==> src/hdl/pllsp_defs.svh <==
`ifndef PLLSP_DEFS_SVH
`define PLLSP_DEFS_SVH
// ****************************************
// word layout
// ****************************************
`define PLLSP_WORD_W 21
`define PLLSP_SEL_REF 2'h0
`define PLLSP_SEL_FB 2'h1
`define PLLSP_SEL_FUNC 2'h2
`define PLLSP_SEL_INIT 2'h3
`define PLLSP_LDP_BIT 20
`define PLLSP_RDIV_HI 15
`define PLLSP_RDIV_LO 2
`define PLLSP_GAIN_BIT 20
`define PLLSP_MAIN_HI 19
`define PLLSP_MAIN_LO 7
`define PLLSP_SWAL_HI 6
`define PLLSP_SWAL_LO 2
`define PLLSP_SLEEP_HI_BIT 19
`define PLLSP_OBS_HI 6
`define PLLSP_OBS_LO 4
`define PLLSP_SLEEP_LO_BIT 3
`define PLLSP_CLEAR_BIT 2
`define PLLSP_SENSE_BIT 7
`define PLLSP_FLOAT_BIT 8
`define PLLSP_REF_RST 21'h000004
`define PLLSP_FB_RST 21'h000181
`define PLLSP_FUNC_RST 21'h000002
`define PLLSP_INIT_RST 21'h000003
// ****************************************
// timing
// ****************************************
`define PLLSP_CLK_NS 4
`define PLLSP_ABL_NS 3
`define PLLSP_ABL_CYC ((`PLLSP_ABL_NS + `PLLSP_CLK_NS - 1) / `PLLSP_CLK_NS)
`define PLLSP_LOCK_IN_NS 15
`define PLLSP_LOCK_IN_CYC (`PLLSP_LOCK_IN_NS / `PLLSP_CLK_NS)
`define PLLSP_LOCK_OUT_NS 25
`define PLLSP_LOCK_OUT_CYC (`PLLSP_LOCK_OUT_NS / `PLLSP_CLK_NS)
`define PLLSP_LOCK_CNT 2'h3
// ****************************************
// host wishbone map
// ****************************************
`define PLLSP_ADR_DATA 4'h0
`define PLLSP_ADR_CTRL 4'h4
`define PLLSP_ADR_STAT 4'h8
`define PLLSP_ADR_MASK 4'hC
`define PLLSP_DIV_DEFAULT 8'h04
`endif

==> src/hdl/pllsp_pkg.sv <==
package pllsp_pkg;
  typedef enum logic [1:0] {PLLSP_IDLE, PLLSP_LOW, PLLSP_HIGH, PLLSP_LOAD} pllsp_state_e;
  typedef logic [20:0] pllsp_word_t;
endpackage

==> src/hdl/pllsp_if.sv <==
interface pllsp_if;
  logic ser_clk;
  logic ser_data;
  logic load_strobe;
  logic chip_enable;
  logic observe_out;
  logic observe_oe_n;
  modport host (output ser_clk, output ser_data, output load_strobe, output chip_enable,
    input observe_out, input observe_oe_n);
  modport dev (input ser_clk, input ser_data, input load_strobe, input chip_enable,
    output observe_out, output observe_oe_n);
endinterface

==> src/hdl/pllsp_dev.sv <==
// Function
// - feedback ratio is modulus times main plus swallow
// - prescaler 8/9 or 32/33 from 4/5 core
// - host keeps prescaler output within counter rate
// - main counter 13 bits, 3 to 8191
// - swallow counter 5 bits, 0 to 31
// - reference divider 14 bits, 1 to 16383
// - detector up/down with fixed anti-backlash pulse
// - observe select field picks monitor source
// - lock sets after three small-error cycles
// - lock clears on error above 25 ns
// - analog lock is open-drain low pulses
// - shift 21 bits msb first on clock rise
// - load strobe rise copies word to latch
// - low two bits pick one of four latches; code 3 loads both the init and function latches
// - reference latch field layout
// - feedback latch field layout
// - function latch field layout
// - chip enable low powers down, floats pump
`include "pllsp_defs.svh"
module pllsp_dev #(
  parameter bit BIG_PRESCALER = 1'b1
) (
  input wire logic clk_sys,
  input wire logic srst,
  input wire logic ref_in,
  input wire logic rf_in,
  output logic pump_up,
  output logic pump_dn,
  output logic pump_oe_n,
  output logic powered,
  output logic lock_detect,
  output logic [20:0] ref_divider_latch,
  output logic [20:0] feedback_divider_latch,
  output logic [20:0] function_control_latch,
  pllsp_if.dev link
);
  // ****************************************
  // serial port
  // ****************************************
  pllsp_pkg::pllsp_word_t shift_reg;
  logic clk_d_reg;
  logic le_d_reg;
  logic [20:0] init_reg;
  logic load_pulse;
  always_ff @(posedge clk_sys) begin
    if (srst) begin
      clk_d_reg <= 1'b0;
      le_d_reg <= 1'b0;
      shift_reg <= '0;
    end else begin
      clk_d_reg <= link.ser_clk;
      le_d_reg <= link.load_strobe;
      if (link.ser_clk && !clk_d_reg) begin
        shift_reg <= {shift_reg[19:0], link.ser_data};
      end
    end
  end
  assign load_pulse = link.load_strobe && !le_d_reg;
  always_ff @(posedge clk_sys) begin
    if (srst) begin
      ref_divider_latch <= `PLLSP_REF_RST;
      feedback_divider_latch <= `PLLSP_FB_RST;
      function_control_latch <= `PLLSP_FUNC_RST;
      init_reg <= `PLLSP_INIT_RST;
    end else if (load_pulse) begin
      case (shift_reg[1:0])
        `PLLSP_SEL_REF: ref_divider_latch <= shift_reg;
        `PLLSP_SEL_FB: feedback_divider_latch <= shift_reg;
        `PLLSP_SEL_FUNC: function_control_latch <= shift_reg;
        default: begin
          init_reg <= shift_reg;
          function_control_latch <= shift_reg;
        end
      endcase
    end
  end
  // ****************************************
  // fields
  // ****************************************
  // field extraction
  logic [13:0] r_val;
  logic [12:0] b_val;
  logic [4:0] a_val;
  logic [2:0] obs_sel;
  logic cnt_clear;
  logic lock_precision_sel;
  assign r_val = ref_divider_latch[`PLLSP_RDIV_HI:`PLLSP_RDIV_LO];
  assign lock_precision_sel = ref_divider_latch[`PLLSP_LDP_BIT];
  assign b_val = feedback_divider_latch[`PLLSP_MAIN_HI:`PLLSP_MAIN_LO];
  assign a_val = feedback_divider_latch[`PLLSP_SWAL_HI:`PLLSP_SWAL_LO];
  assign obs_sel = function_control_latch[`PLLSP_OBS_HI:`PLLSP_OBS_LO];
  assign powered = link.chip_enable && !function_control_latch[`PLLSP_SLEEP_LO_BIT];
  assign cnt_clear = srst || !powered || function_control_latch[`PLLSP_CLEAR_BIT];
  // ****************************************
  // dividers, rf_in and ref_in are one-cycle enables
  // ****************************************
  logic [13:0] r_cnt;
  logic r_tick;
  always_ff @(posedge clk_sys) begin
    if (cnt_clear) begin
      r_cnt <= '0;
    end else if (ref_in) begin
      r_cnt <= (r_cnt + 14'd1 >= r_val) ? 14'd0 : r_cnt + 14'd1;
    end
  end
  assign r_tick = ref_in && (r_cnt + 14'd1 >= r_val);
  logic [2:0] core_cnt;
  logic [2:0] ext_cnt;
  logic modsel;
  logic p_tick;
  logic core_wrap;
  logic [2:0] ext_last;
  assign ext_last = BIG_PRESCALER ? 3'd7 : 3'd1;
  assign core_wrap = core_cnt == ((modsel && ext_cnt == ext_last) ? 3'd4 : 3'd3);
  assign p_tick = rf_in && core_wrap && ext_cnt == ext_last;
  always_ff @(posedge clk_sys) begin
    if (cnt_clear) begin
      core_cnt <= '0;
      ext_cnt <= '0;
    end else if (rf_in) begin
      core_cnt <= core_wrap ? 3'd0 : core_cnt + 3'd1;
      if (core_wrap) begin
        ext_cnt <= (ext_cnt == ext_last) ? 3'd0 : ext_cnt + 3'd1;
      end
    end
  end
  logic [12:0] b_cnt;
  logic [4:0] a_cnt;
  logic n_tick;
  assign modsel = a_cnt != a_val;
  assign n_tick = p_tick && (b_cnt + 13'd1 >= b_val);
  always_ff @(posedge clk_sys) begin
    if (cnt_clear) begin
      b_cnt <= '0;
      a_cnt <= '0;
    end else if (p_tick) begin
      if (n_tick) begin
        b_cnt <= '0;
        a_cnt <= '0;
      end else begin
        b_cnt <= b_cnt + 13'd1;
        if (modsel) begin
          a_cnt <= a_cnt + 5'd1;
        end
      end
    end
  end
  // ****************************************
  // detector
  // ****************************************
  logic up_reg;
  logic dn_reg;
  logic [1:0] abl_cnt;
  logic r_ev;
  logic n_ev;
  logic sense;
  assign sense = function_control_latch[`PLLSP_SENSE_BIT];
  assign r_ev = sense ? r_tick : n_tick;
  assign n_ev = sense ? n_tick : r_tick;
  always_ff @(posedge clk_sys) begin
    if (cnt_clear) begin
      up_reg <= 1'b0;
      dn_reg <= 1'b0;
      abl_cnt <= '0;
    end else if (abl_cnt != 2'd0) begin
      abl_cnt <= abl_cnt - 2'd1;
      if (abl_cnt == 2'd1) begin
        up_reg <= 1'b0;
        dn_reg <= 1'b0;
      end
    end else begin
      up_reg <= up_reg | r_ev;
      dn_reg <= dn_reg | n_ev;
      if ((up_reg | r_ev) && (dn_reg | n_ev)) begin
        abl_cnt <= 2'(`PLLSP_ABL_CYC);
      end
    end
  end
  assign pump_up = up_reg && !function_control_latch[`PLLSP_FLOAT_BIT];
  assign pump_dn = dn_reg && !function_control_latch[`PLLSP_FLOAT_BIT];
  assign pump_oe_n = !powered || function_control_latch[`PLLSP_FLOAT_BIT];
  // ****************************************
  // lock detect
  // ****************************************
  logic [7:0] err_cnt;
  logic [7:0] err_now;
  logic [1:0] good_cnt;
  logic busy;
  logic pd_done;
  assign busy = up_reg ^ dn_reg;
  // cycle ends when both edges are in; a zero-error cycle never shows busy
  assign pd_done = abl_cnt == 2'd0 && (up_reg | r_ev) && (dn_reg | n_ev);
  assign err_now = (busy && err_cnt != 8'hFF) ? err_cnt + 8'd1 : err_cnt;
  always_ff @(posedge clk_sys) begin
    if (cnt_clear) begin
      err_cnt <= '0;
      good_cnt <= '0;
      lock_detect <= 1'b0;
    end else if (pd_done) begin
      err_cnt <= '0;
      if (err_now < 8'(`PLLSP_LOCK_IN_CYC)) begin
        good_cnt <= (good_cnt == `PLLSP_LOCK_CNT) ? good_cnt : good_cnt + 2'd1;
        if (good_cnt + 2'd1 >= `PLLSP_LOCK_CNT) begin
          lock_detect <= 1'b1;
        end
      end else begin
        good_cnt <= '0;
      end
      if (err_now > 8'(`PLLSP_LOCK_OUT_CYC)) begin
        lock_detect <= 1'b0;
      end
    end else if (busy) begin
      err_cnt <= err_now;
    end
  end
  // ****************************************
  // observe output
  // ****************************************
  // monitor source mux
  always_ff @(posedge clk_sys) begin
    if (srst) begin
      link.observe_out <= 1'b0;
      link.observe_oe_n <= 1'b1;
    end else begin
      link.observe_oe_n <= 1'b0;
      case (obs_sel)
        3'h0: link.observe_out <= 1'b0;
        3'h1: link.observe_out <= lock_detect;
        3'h2: link.observe_out <= n_tick;
        3'h3: link.observe_out <= 1'b1;
        3'h4: link.observe_out <= r_tick;
        3'h5: begin
          link.observe_out <= 1'b0;
          link.observe_oe_n <= !busy;
        end
        3'h6: link.observe_out <= lock_precision_sel;
        default: link.observe_out <= 1'b0;
      endcase
    end
  end
endmodule

==> src/flat_wrapper.sv <==
// flat-port wrapper written by rule: the top's interface ports become plain ports
module pllsp_dev_flat 
#(
  parameter bit BIG_PRESCALER = 1'b1
)
  (clk_sys, srst, ref_in, rf_in, pump_up, pump_dn, pump_oe_n, powered, lock_detect, ref_divider_latch, feedback_divider_latch, function_control_latch, link_ser_clk, link_ser_data, link_load_strobe, link_chip_enable, link_observe_out, link_observe_oe_n);
  pllsp_if link_i ();
  input wire logic clk_sys;
  input wire logic srst;
  input wire logic ref_in;
  input wire logic rf_in;
  output logic pump_up;
  output logic pump_dn;
  output logic pump_oe_n;
  output logic powered;
  output logic lock_detect;
  output logic [20:0] ref_divider_latch;
  output logic [20:0] feedback_divider_latch;
  output logic [20:0] function_control_latch;
  input wire logic [$bits(link_i.ser_clk)-1:0] link_ser_clk;
  input wire logic [$bits(link_i.ser_data)-1:0] link_ser_data;
  input wire logic [$bits(link_i.load_strobe)-1:0] link_load_strobe;
  input wire logic [$bits(link_i.chip_enable)-1:0] link_chip_enable;
  output wire logic [$bits(link_i.observe_out)-1:0] link_observe_out;
  output wire logic [$bits(link_i.observe_oe_n)-1:0] link_observe_oe_n;
  assign link_i.ser_clk = link_ser_clk;
  assign link_i.ser_data = link_ser_data;
  assign link_i.load_strobe = link_load_strobe;
  assign link_i.chip_enable = link_chip_enable;
  assign link_observe_out = link_i.observe_out;
  assign link_observe_oe_n = link_i.observe_oe_n;
  pllsp_dev #(.BIG_PRESCALER(BIG_PRESCALER)) u_core (.clk_sys(clk_sys), .srst(srst), .ref_in(ref_in), .rf_in(rf_in), .pump_up(pump_up), .pump_dn(pump_dn), .pump_oe_n(pump_oe_n), .powered(powered), .lock_detect(lock_detect), .ref_divider_latch(ref_divider_latch), .feedback_divider_latch(feedback_divider_latch), .function_control_latch(function_control_latch), .link(link_i));
endmodule
==> config.mk <==
export PLATFORM = sky130hd
export DESIGN_NAME = pllsp_dev_flat
export DESIGN_NICKNAME = d
export VERILOG_FILES = /design/src/hdl/pllsp_pkg.sv /design/src/hdl/pllsp_if.sv /design/src/hdl/pllsp_dev.sv /design/src/flat_wrapper.sv
export VERILOG_INCLUDE_DIRS = /design/src /design/src/hdl
export SDC_FILE = /design/constraint.sdc
export NUM_CORES = 1
export LEC_CHECK = 0
export ABC_AREA = 1
export CAP_MARGIN = 5
export CELL_PAD_IN_SITES_DETAIL_PLACEMENT = 1
export CELL_PAD_IN_SITES_GLOBAL_PLACEMENT = 1
export CORE_MARGIN = 1
export CORE_UTILIZATION = 42
export DETAILED_ROUTE_END_ITERATION = 8
export DONT_BUFFER_PORTS = 1
export PLACE_DENSITY_LB_ADDON = 0.3
export SYNTH_ARGS = -nofsm -noshare
export SYNTH_HDL_FRONTEND = slang
export SYNTH_SLANG_ARGS = --single-unit
export TNS_END_PERCENT = 5
==> constraint.sdc <==
create_clock -name clk_sys -period 2.7 [get_ports clk_sys]
set_clock_uncertainty 0.05 [all_clocks]
set_input_delay 0.135 -clock clk_sys [delete_from_list [all_inputs] [get_ports clk_sys]]
set_output_delay 0.135 -clock clk_sys [all_outputs]
set_load 0.05 [all_outputs]
==> reports/qor.csv, run 1 <==
metric;value;unit
status;finished, violations left;
violated checks;negative setup slack;
vias in the first global route;7047;
Hold Crit Start;rf_in;
post-synth net total;930;
Worst-Margin Slew;0.8772;ns
Final Util;56.85;%
NumNets Final;1046;
layout cells sized above 1;23.74;%
die height;127.7;um
top cells by area, synth;dfxtp_1, nand2_1, ha_1;
Rows;45;
largest net degree at the start of global routing;71;
initial antenna violation count;0;
total clock sinks;141;
worst rel slew slack;41.31;%
Port Buffers;0;
Post-synth EDFFs;0;
Commonest cells post-synth;dfxtp_1, nand2_1, nor2_1;
power density over cell area;620.8;nW/um^2
ys flop type;dfxtp_1;
Non-Filler Cell Area, Final;8707;um^2
endpoint class of the critical path;register;
multi-input logic area;3555;um^2
top-count cell post-synth;dfxtp_1;
number of CTS-inserted buffers;17;
antenna diode instance count;0;
Skew-Pair Late Insertion Delay;0.43;ns
worst vdd ir;0.4601;mV
gate count of the mapped netlist;886;
Met1 Routed Length;9472;um
FILL cells;1913;
R2R setup slack;-0.71;ns
clock buffer depth;2;
register area share after synthesis;42.51;%
hold depth;4;
warnings from Yosys;0;
Reg clk slew, reported paths;0.07;ns
Yosys reg bits;141;
H-tree levels;4;
mapped cell area;6640;um^2
maximum fanout along the worst path;3;
first-pass GRT wire length;35520;um
total track usage;28.11;%
Hold Vio Cnt, Final;0;
worst reg2reg path depth;19;
overall power;5.406;mW
register area;2835;um^2
DRC;0;
IO Count;78;
Yosys top cell area share;42.51;%
routed via count;6469;
worst path required time;2.97;ns
LEAKAGE;3.858;nW
Placed Area;7586;um^2
routed len/inst;17.97;um
Max Slew Vio Count;0;
Synth Area per Inst;7.494;um^2
WL final;22030;um
die width;127.7;um
Placer Congestion;0.8228;
RSZ-0062 raised after global routing;yes;
CP Class;reg2reg;
Post-synth ARST share;0;%
final setup fails;47;
vias per cell;5.277;
Iteration-0 DRC Markers;357;
worst r2r src;u_core.b_cnt[1];
DR pass1 iterations;4;
largest area contributor in the netlist;dfxtp_1;
core area;15310;um^2
hold path endpoint;u_core.ext_cnt[2];
fin crit share;126.1;%
type of the tightest min-delay check;in2reg;
Die Area;16320;um^2
total of max-cap violations;0;
CP startpoint kind;register;
r2r endpoint;u_core.good_cnt[0];
Cell variety after synth;41;
clk root buf;clkbuf_16;
CTS tree;yes;
Top Layer Used;met4;
wire length on met2;11130;um
Overflow after GRT;0;
Detail Route Antenna Nets;0;
highest clock rate;293.7;MHz
setup ws final;-0.7054;ns
post-DP HPWL;13970;um
CP Data Arrival Time;3.68;ns
Starting Density;43.36;%
fin crit period;3.405;ns
Place WS;-0.4846;ns
Met3 Wirelength;739;um
Area growth, synth to finish;31.13;%
==> how the worst max path moves through the flow <==
stage / endpoint / slack [ns] / cells past startpoint / startpoint
2_1_floorplan: u_core.lock_detect / -0.16 / 20 / u_core.b_cnt[2]
3_3_place_gp: u_core.lock_detect / -0.31 / 20 / u_core.b_cnt[0]
3_5_place_dp: u_core.lock_detect / -0.48 / 20 / u_core.b_cnt[0]
4_1_cts: u_core.good_cnt[1] / -0.47 / 20 / u_core.r_cnt[1]
5_1_grt: u_core.good_cnt[0] / -0.84 / 19 / u_core.b_cnt[1]
6_report: u_core.good_cnt[0] / -0.71 / 19 / u_core.b_cnt[1]
==> routing by layer <==
metal	vias to the layer above	GRT usage, %
li1	3122	-
met1	3165	32.23
met2	132	50.61
met3	50	5.426
met4	0	12.46
met5	-	0
==> cells by family after synthesis <==
kind of cell,synth area share [%]
and+or+nand+nor,21.95
AOI/OAI and AO/OA,16.30
buffers and inverters,8.611
DFF,42.51
adders and majority gates,6.783
xor gates and xnor gates,3.693
muxes,0.1508
==> power by group <==
group,total [mW],internal (mW),switching [mW]
clock,2.40,1.41,0.997
combinational,0.714,0.242,0.472
sequential,2.29,2.16,0.131
total,5.41,3.81,1.60
==> cells in the final DEF, fill, tap and decap left out, drive strengths merged, types with 6 or more instances in the layout <==
| cell type | instances |
|---|---|
| xnor2 | 6 |
| nor3 | 16 |
| inv | 123 |
| buf | 121 |
| ha | 36 |
| a211oi | 11 |
| nand2 | 136 |
| xor2 | 22 |
| clkbuf | 19 |
| nand3 | 36 |
| dfxtp | 141 |
| nor2 | 127 |
| nand4 | 12 |
| o21ai | 82 |
| a21oi | 90 |
| dlygate4sd3 | 6 |
==> layout make-up <==
cell class,instances,area share (%)
inverters,119,5.159
clock buffers,19,5.087
flip-flops and latches,141,32.56
repair buffers,127,11.58
clock inverters,13,1.753
well taps,211,3.032
multi-input cells,596,40.82
==> worst max-delay path, cell delays in order, from the launching register on <==
cell and delay (ns):
dfxtp_4 0.38, inv_4 0.04, nor3_4 0.18, nand4_1 0.15, nor2_2 0.19, nand3_2 0.11, nor3_2 0.21, xor2_1 0.26
inv_1 0.12, ha_4 0.28, nand4_1 0.12, nor3_2 0.16, nand2_1 0.09, nand3_2 0.12, nand4_1 0.16, buf_4 0.19
a21oi_4 0.17, nand4_1 0.14, nand2_1 0.11, nor2_2 0.05
==> metrics by stage <==
step | hold slack [ns] | cells | TNS [ns]
6_report | 0.06214 | 1226 | -20.98
5_1_grt | 0.07736 | 1226 | -28.60
4_1_cts | 0.04208 | 1221 | -11.86
3_5_place_dp | 0.1586 | 1163 | -14.70
3_3_place_gp | 0.1561 | 1163 | -8.640
2_1_floorplan | 0.2099 | 886 | -2.101
==> repair_timing <==
item / 4_1_cts / 5_1_grt
pin swaps: 37 / 15
endpoints found under the setup margin: 47 / 47
resized for setup: 45 / 16
buffers inserted: 20 / 5
endpoints found under the hold margin: 28 / 0
hold buffers: 6 / 0
Power figures use the tool's default switching activity.
==> inputs of run 2 (changes only) <==
- TNS_END_PERCENT: 5 -> 10
==> reports/qor.csv, run 2 (synthesized netlist as in run 1, its figures left out) <==
metric;value;unit
worst r2r src;u_core.b_cnt[1];
H-tree levels;4;
CP Launch Point;u_core.b_cnt[1];
register area;2833;um^2
largest net degree at the start of global routing;71;
hold depth;4;
vias per cell;5.219;
DR pass1 iterations;4;
antenna diode instance count;0;
Net Sw Frac;28.24;%
clock buffer depth;2;
Non-Filler Cell Area, Final;8554;um^2
maximum fanout along the worst path;5;
Worst-Margin Slew;0.8853;ns
Overflow after GRT;0;
CP Class;reg2reg;
NumNets Final;1036;
die width;127.7;um
clock share of power;46.0;%
final setup fails;47;
Starting Density;43.36;%
Area growth, synth to finish;28.83;%
Detail Route Antenna Nets;0;
highest-count cells in the layout ignoring fill and taps;dfxtp_1, nand2_1, nor2_1;
Iteration-0 DRC Markers;267;
Port Buffers;0;
Reg clk slew, reported paths;0.06;ns
Place WS;-0.4156;ns
LEAKAGE;3.771;nW
WL final;20800;um
worst reg2reg path depth;20;
r2r endpoint;u_core.lock_detect;
first-pass GRT wire length;33310;um
CP startpoint kind;register;
hold path endpoint;u_core.r_cnt[12];
IO Count;78;
fin crit period;3.239;ns
die height;127.7;um
CP Data Arrival Time;3.51;ns
multi-input logic area;3481;um^2
endpoint class of the critical path;register;
CTS tree;yes;
Hold Crit Start;ref_in;
RSZ-0062 raised after global routing;yes;
commonest non-fill, non-tap cell in the layout;dfxtp_1;
FILL cells;1895;
total of max-cap violations;0;
total clock sinks;141;
Comb pwr share;12.4;%
core area;15310;um^2
Die Area;16320;um^2
TNS Setup;-17.54;ns
Rows;45;
Placed Area;7548;um^2
fin crit share;120.0;%
highest clock rate;308.7;MHz
initial antenna violation count;0;
power density over cell area;642.5;nW/um^2
total track usage;26.28;%
post-DP HPWL;13720;um
worst rel slew slack;40.76;%
switching power total;1.552;mW
Hold Vio Cnt, Final;0;
layout cells sized above 1;22.09;%
violated checks;negative setup slack;
setup ws final;-0.5393;ns
worst vdd ir;0.5375;mV
type of the tightest min-delay check;in2reg;
DRC;0;
routed via count;6346;
routed len/inst;17.11;um
R2R setup slack;-0.54;ns
Max Slew Vio Count;0;
Placer Congestion;0.7953;
clk root buf;clkbuf_16;
status;finished, violations left;
P_int;3.944;mW
sequential share of power;41.6;%
worst path required time;2.97;ns
Skew-Pair Late Insertion Delay;0.43;ns
vias in the first global route;6708;
number of CTS-inserted buffers;17;
run 2: cell count changes in the layout (fill, tap and decap cells not counted), moves of 2 or more:
cell,previous run,this run
nor2_1,107,110
o21ai_2,3,1
o21ai_0,74,77
nand2_2,7,9
buf_6,4,0
nand2_4,4,2
nor2_4,6,4
inv_1,108,106
buf_4,115,109
inv_2,8,11
clkinvlp_4,2,0
bufinv_16,2,4
run 2: final cells by class:
type | count | area share [%]
Clock inverter | 14 | 2.369
Multi-Input combinational cell | 597 | 40.69
Sequential cell | 141 | 33.11
Inverter | 119 | 5.222
Clock buffer | 18 | 5.017
Timing Repair Buffer | 116 | 10.50
Tap cell | 211 | 3.086
run 2: metrics by stage:
step	power, mW	hold slack [ns]	utilization (%)	std cells
after global placement	2.937	0.1562	49.29	1158
after global routing	5.705	0.03008	55.86	1216
after CTS	5.511	-0.2692	55.05	1211
final	5.496	0.02005	55.86	1216
after floorplan	2.739	0.2099	-	886
after detailed placement	2.954	0.1579	49.29	1158
run 2: power groups by stage:
stage	Clock, mW	Sequential (mW)	Combinational (mW)
3_5_place_dp	0	2.33	0.620
3_3_place_gp	0	2.33	0.604
2_1_floorplan	0	2.41	0.327
6_report	2.53	2.29	0.680
5_1_grt	2.66	2.30	0.748
4_1_cts	2.56	2.29	0.661
run 2: critical path, stage by stage, from the launching register on:
cell	delay [ns]
dfxtp_2	0.37
inv_2	0.07
nor3_4	0.18
nand4_1	0.16
nor2_2	0.18
nand3_2	0.10
nor3_2	0.15
xor2_1	0.28
inv_1	0.14
ha_4	0.29
nand4_1	0.11
nor3_1	0.16
nand2_1	0.09
nand3_2	0.11
nand4_1	0.16
nand2_2	0.14
nand3_4	0.12
nand2_4	0.13
nand2_2	0.05
nand2_1	0.07
inv_1	0.03
run 2: worst max-delay path by stage:
stage	end	slack [ns]	depth (start not counted)
detailed placement	u_core.lock_detect	-0.42	20
global placement	u_core.lock_detect	-0.32	21
CTS	u_core.lock_detect	-0.35	21
finish	u_core.lock_detect	-0.54	20
global route	u_core.lock_detect	-0.81	20
floorplan	u_core.lock_detect	-0.16	20
run 2: timing repair:
action                     CTS  global route
hold buffers                 5             1
cloned                       1             0
setup buffers               15             4
gates resized for setup     20            17
hold endpoints to repair    28             6
pin swaps                   19             7
setup endpoints to repair   47            47
run 2: routing by layer:
| layer | track usage (%) | routed length [um] |
|---|---|---|
| met3 | 5.843 | 877 |
| met1 | 30.44 | 8812 |
| met4 | 11.63 | 620 |
| met5 | 0 | 0 |
| met2 | 46.36 | 10490 |
==> inputs of run 3 (changes only) <==
- CELL_PAD_IN_SITES_DETAIL_PLACEMENT: 1 -> 0
==> reports/qor.csv, run 3 (synthesized netlist as in run 1, its figures left out) <==
metric;value;unit
status;finished, violations left;
violated checks;negative setup slack;
Die Area;16320;um^2
vias in the first global route;5524;
Placed Area;7548;um^2
core area;15310;um^2
DRC;0;
die height;127.7;um
r2r endpoint;u_core.lock_detect;
type of the tightest min-delay check;in2reg;
met2 GRT Util;34.59;%
power density over cell area;638.0;nW/um^2
hold path endpoint;u_core.r_cnt[2];
maximum fanout along the worst path;5;
Area growth, synth to finish;27.19;%
total of max-cap violations;0;
first-pass GRT wire length;27740;um
worst path required time;2.96;ns
commonest non-fill, non-tap cell in the layout;dfxtp_1;
antenna diode instance count;0;
Hold Vio Cnt, Final;0;
Iteration-0 DRC Markers;374;
CP Class;reg2reg;
number of CTS-inserted buffers;17;
highest-count cells in the layout ignoring fill and taps;dfxtp_1, nand2_1, nor2_1;
Reg clk slew, reported paths;0.06;ns
LEAKAGE;3.748;nW
Non-Filler Cell Area, Final;8446;um^2
Detail Route Antenna Nets;0;
CP Data Arrival Time;3.35;ns
TNS Setup;-8.336;ns
Max Slew Vio Count;0;
routed len/inst;14.18;um
CP startpoint kind;register;
fin crit period;3.090;ns
final setup fails;45;
WL final;17120;um
highest clock rate;323.6;MHz
Port Buffers;0;
worst reg2reg path depth;21;
fin crit share;114.5;%
Overflow after GRT;0;
IO Count;78;
Most Used Layer, Global Route;met2;
NumNets Final;1027;
R2R setup slack;-0.39;ns
Hold Crit Start;ref_in;
die width;127.7;um
GRT met1 Usage;29.09;%
Starting Density;43.36;%
Placer Congestion;0.7953;
H-tree levels;4;
Worst-Margin Slew;0.8784;ns
worst r2r src;u_core.r_cnt[0];
total track usage;21.92;%
endpoint class of the critical path;register;
routed via count;5957;
total clock sinks;141;
hold depth;3;
Skew-Pair Late Insertion Delay;0.42;ns
CTS tree;yes;
worst rel slew slack;41.22;%
vias per cell;4.935;
setup ws final;-0.3902;ns
largest net degree at the start of global routing;71;
DR pass1 iterations;4;
clk root buf;clkbuf_16;
Rows;45;
worst vdd ir;0.6369;mV
clock buffer depth;2;
post-DP HPWL;12080;um
layout cells sized above 1;20.78;%
met3 usage in global routing;5.301;%
RSZ-0062 raised after global routing;yes;
initial antenna violation count;0;
[run 3: changes by cell type in the layout (fill, tap and decap cells not counted), moves of 3 or more]
cell   before  now
buf_6       0    3
buf_4     109   97
inv_1     106  109
inv_2      11    8
[run 3: layout make-up]
class	count	area, um^2
Sequential cell	141	2833
Tap cell	211	264.0
Clock buffer	18	439.2
Fill cell	1497	6869
Clock inverter	14	180.2
Inverter	119	446.7
Multi-Input combinational cell	597	3441
Timing Repair Buffer	107	842.1
[run 3: report_power, final]
part / switching (mW) / leakage (nW) / internal (mW)
Clock: 0.952 / 0.304 / 1.50
Sequential: 0.129 / 1.15 / 2.16
Combinational: 0.436 / 2.29 / 0.213
[run 3: routing by layer]
metal | wire (um) | vias to the layer above
li1 | - | 3095
met1 | 8172 | 2710
met2 | 7708 | 127
met3 | 860 | 25
met4 | 373 | 0
met5 | 0 | -
[run 3: through the flow]
stage	utilization [%]	total power, mW	hold WS (ns)	worst slack [ns]	std cells
floorplan	-	2.739	0.2099	-0.1641	886
global placement	49.29	2.937	0.1562	-0.3203	1158
detailed placement	49.29	2.941	0.1579	-0.3443	1158
CTS	54.52	5.427	0.001094	-0.3158	1204
global route	55.15	5.618	0.05515	-0.7175	1207
finish	55.15	5.388	0.04451	-0.3902	1207
[run 3: worst max-delay path, cell delays in order, from the launching register on]
cell and delay (ns):
dfxtp_4 0.37, ha_4 0.15, nand2_4 0.05, nor2_4 0.08, nand4_1 0.17, nor4_2 0.28, xor2_1 0.21, inv_1 0.09
ha_4 0.27, nand4_1 0.17, nor3_2 0.15, nand2_1 0.08, nand3_2 0.11, nand2_2 0.07, o21ai_2 0.11, inv_1 0.06
nand2_2 0.10, nand3_4 0.13, nand2_4 0.13, nand2_1 0.06, nand2_1 0.06, inv_1 0.03
[run 3: how the worst max path moves through the flow]
| stage | from | to | slack (ns) | depth (start not counted) |
|---|---|---|---|---|
| 2_1_floorplan | u_core.b_cnt[2] | u_core.lock_detect | -0.16 | 20 |
| 3_3_place_gp | u_core.r_cnt[1] | u_core.lock_detect | -0.32 | 21 |
| 3_5_place_dp | u_core.r_cnt[1] | u_core.lock_detect | -0.34 | 21 |
| 4_1_cts | u_core.r_cnt[0] | u_core.lock_detect | -0.32 | 21 |
| 5_1_grt | u_core.r_cnt[1] | u_core.lock_detect | -0.72 | 21 |
| 6_report | u_core.r_cnt[0] | u_core.lock_detect | -0.39 | 21 |
[run 3: timing repair]
| item | in CTS | in global routing |
|---|---|---|
| pin swaps | 8 | 19 |
| setup buffers | 7 | 3 |
| setup endpoints to repair | 46 | 47 |
| cloned | 1 | 0 |
| endpoints found under the hold margin | 28 | 0 |
| hold buffers | 6 | 0 |
| resized for setup | 12 | 22 |
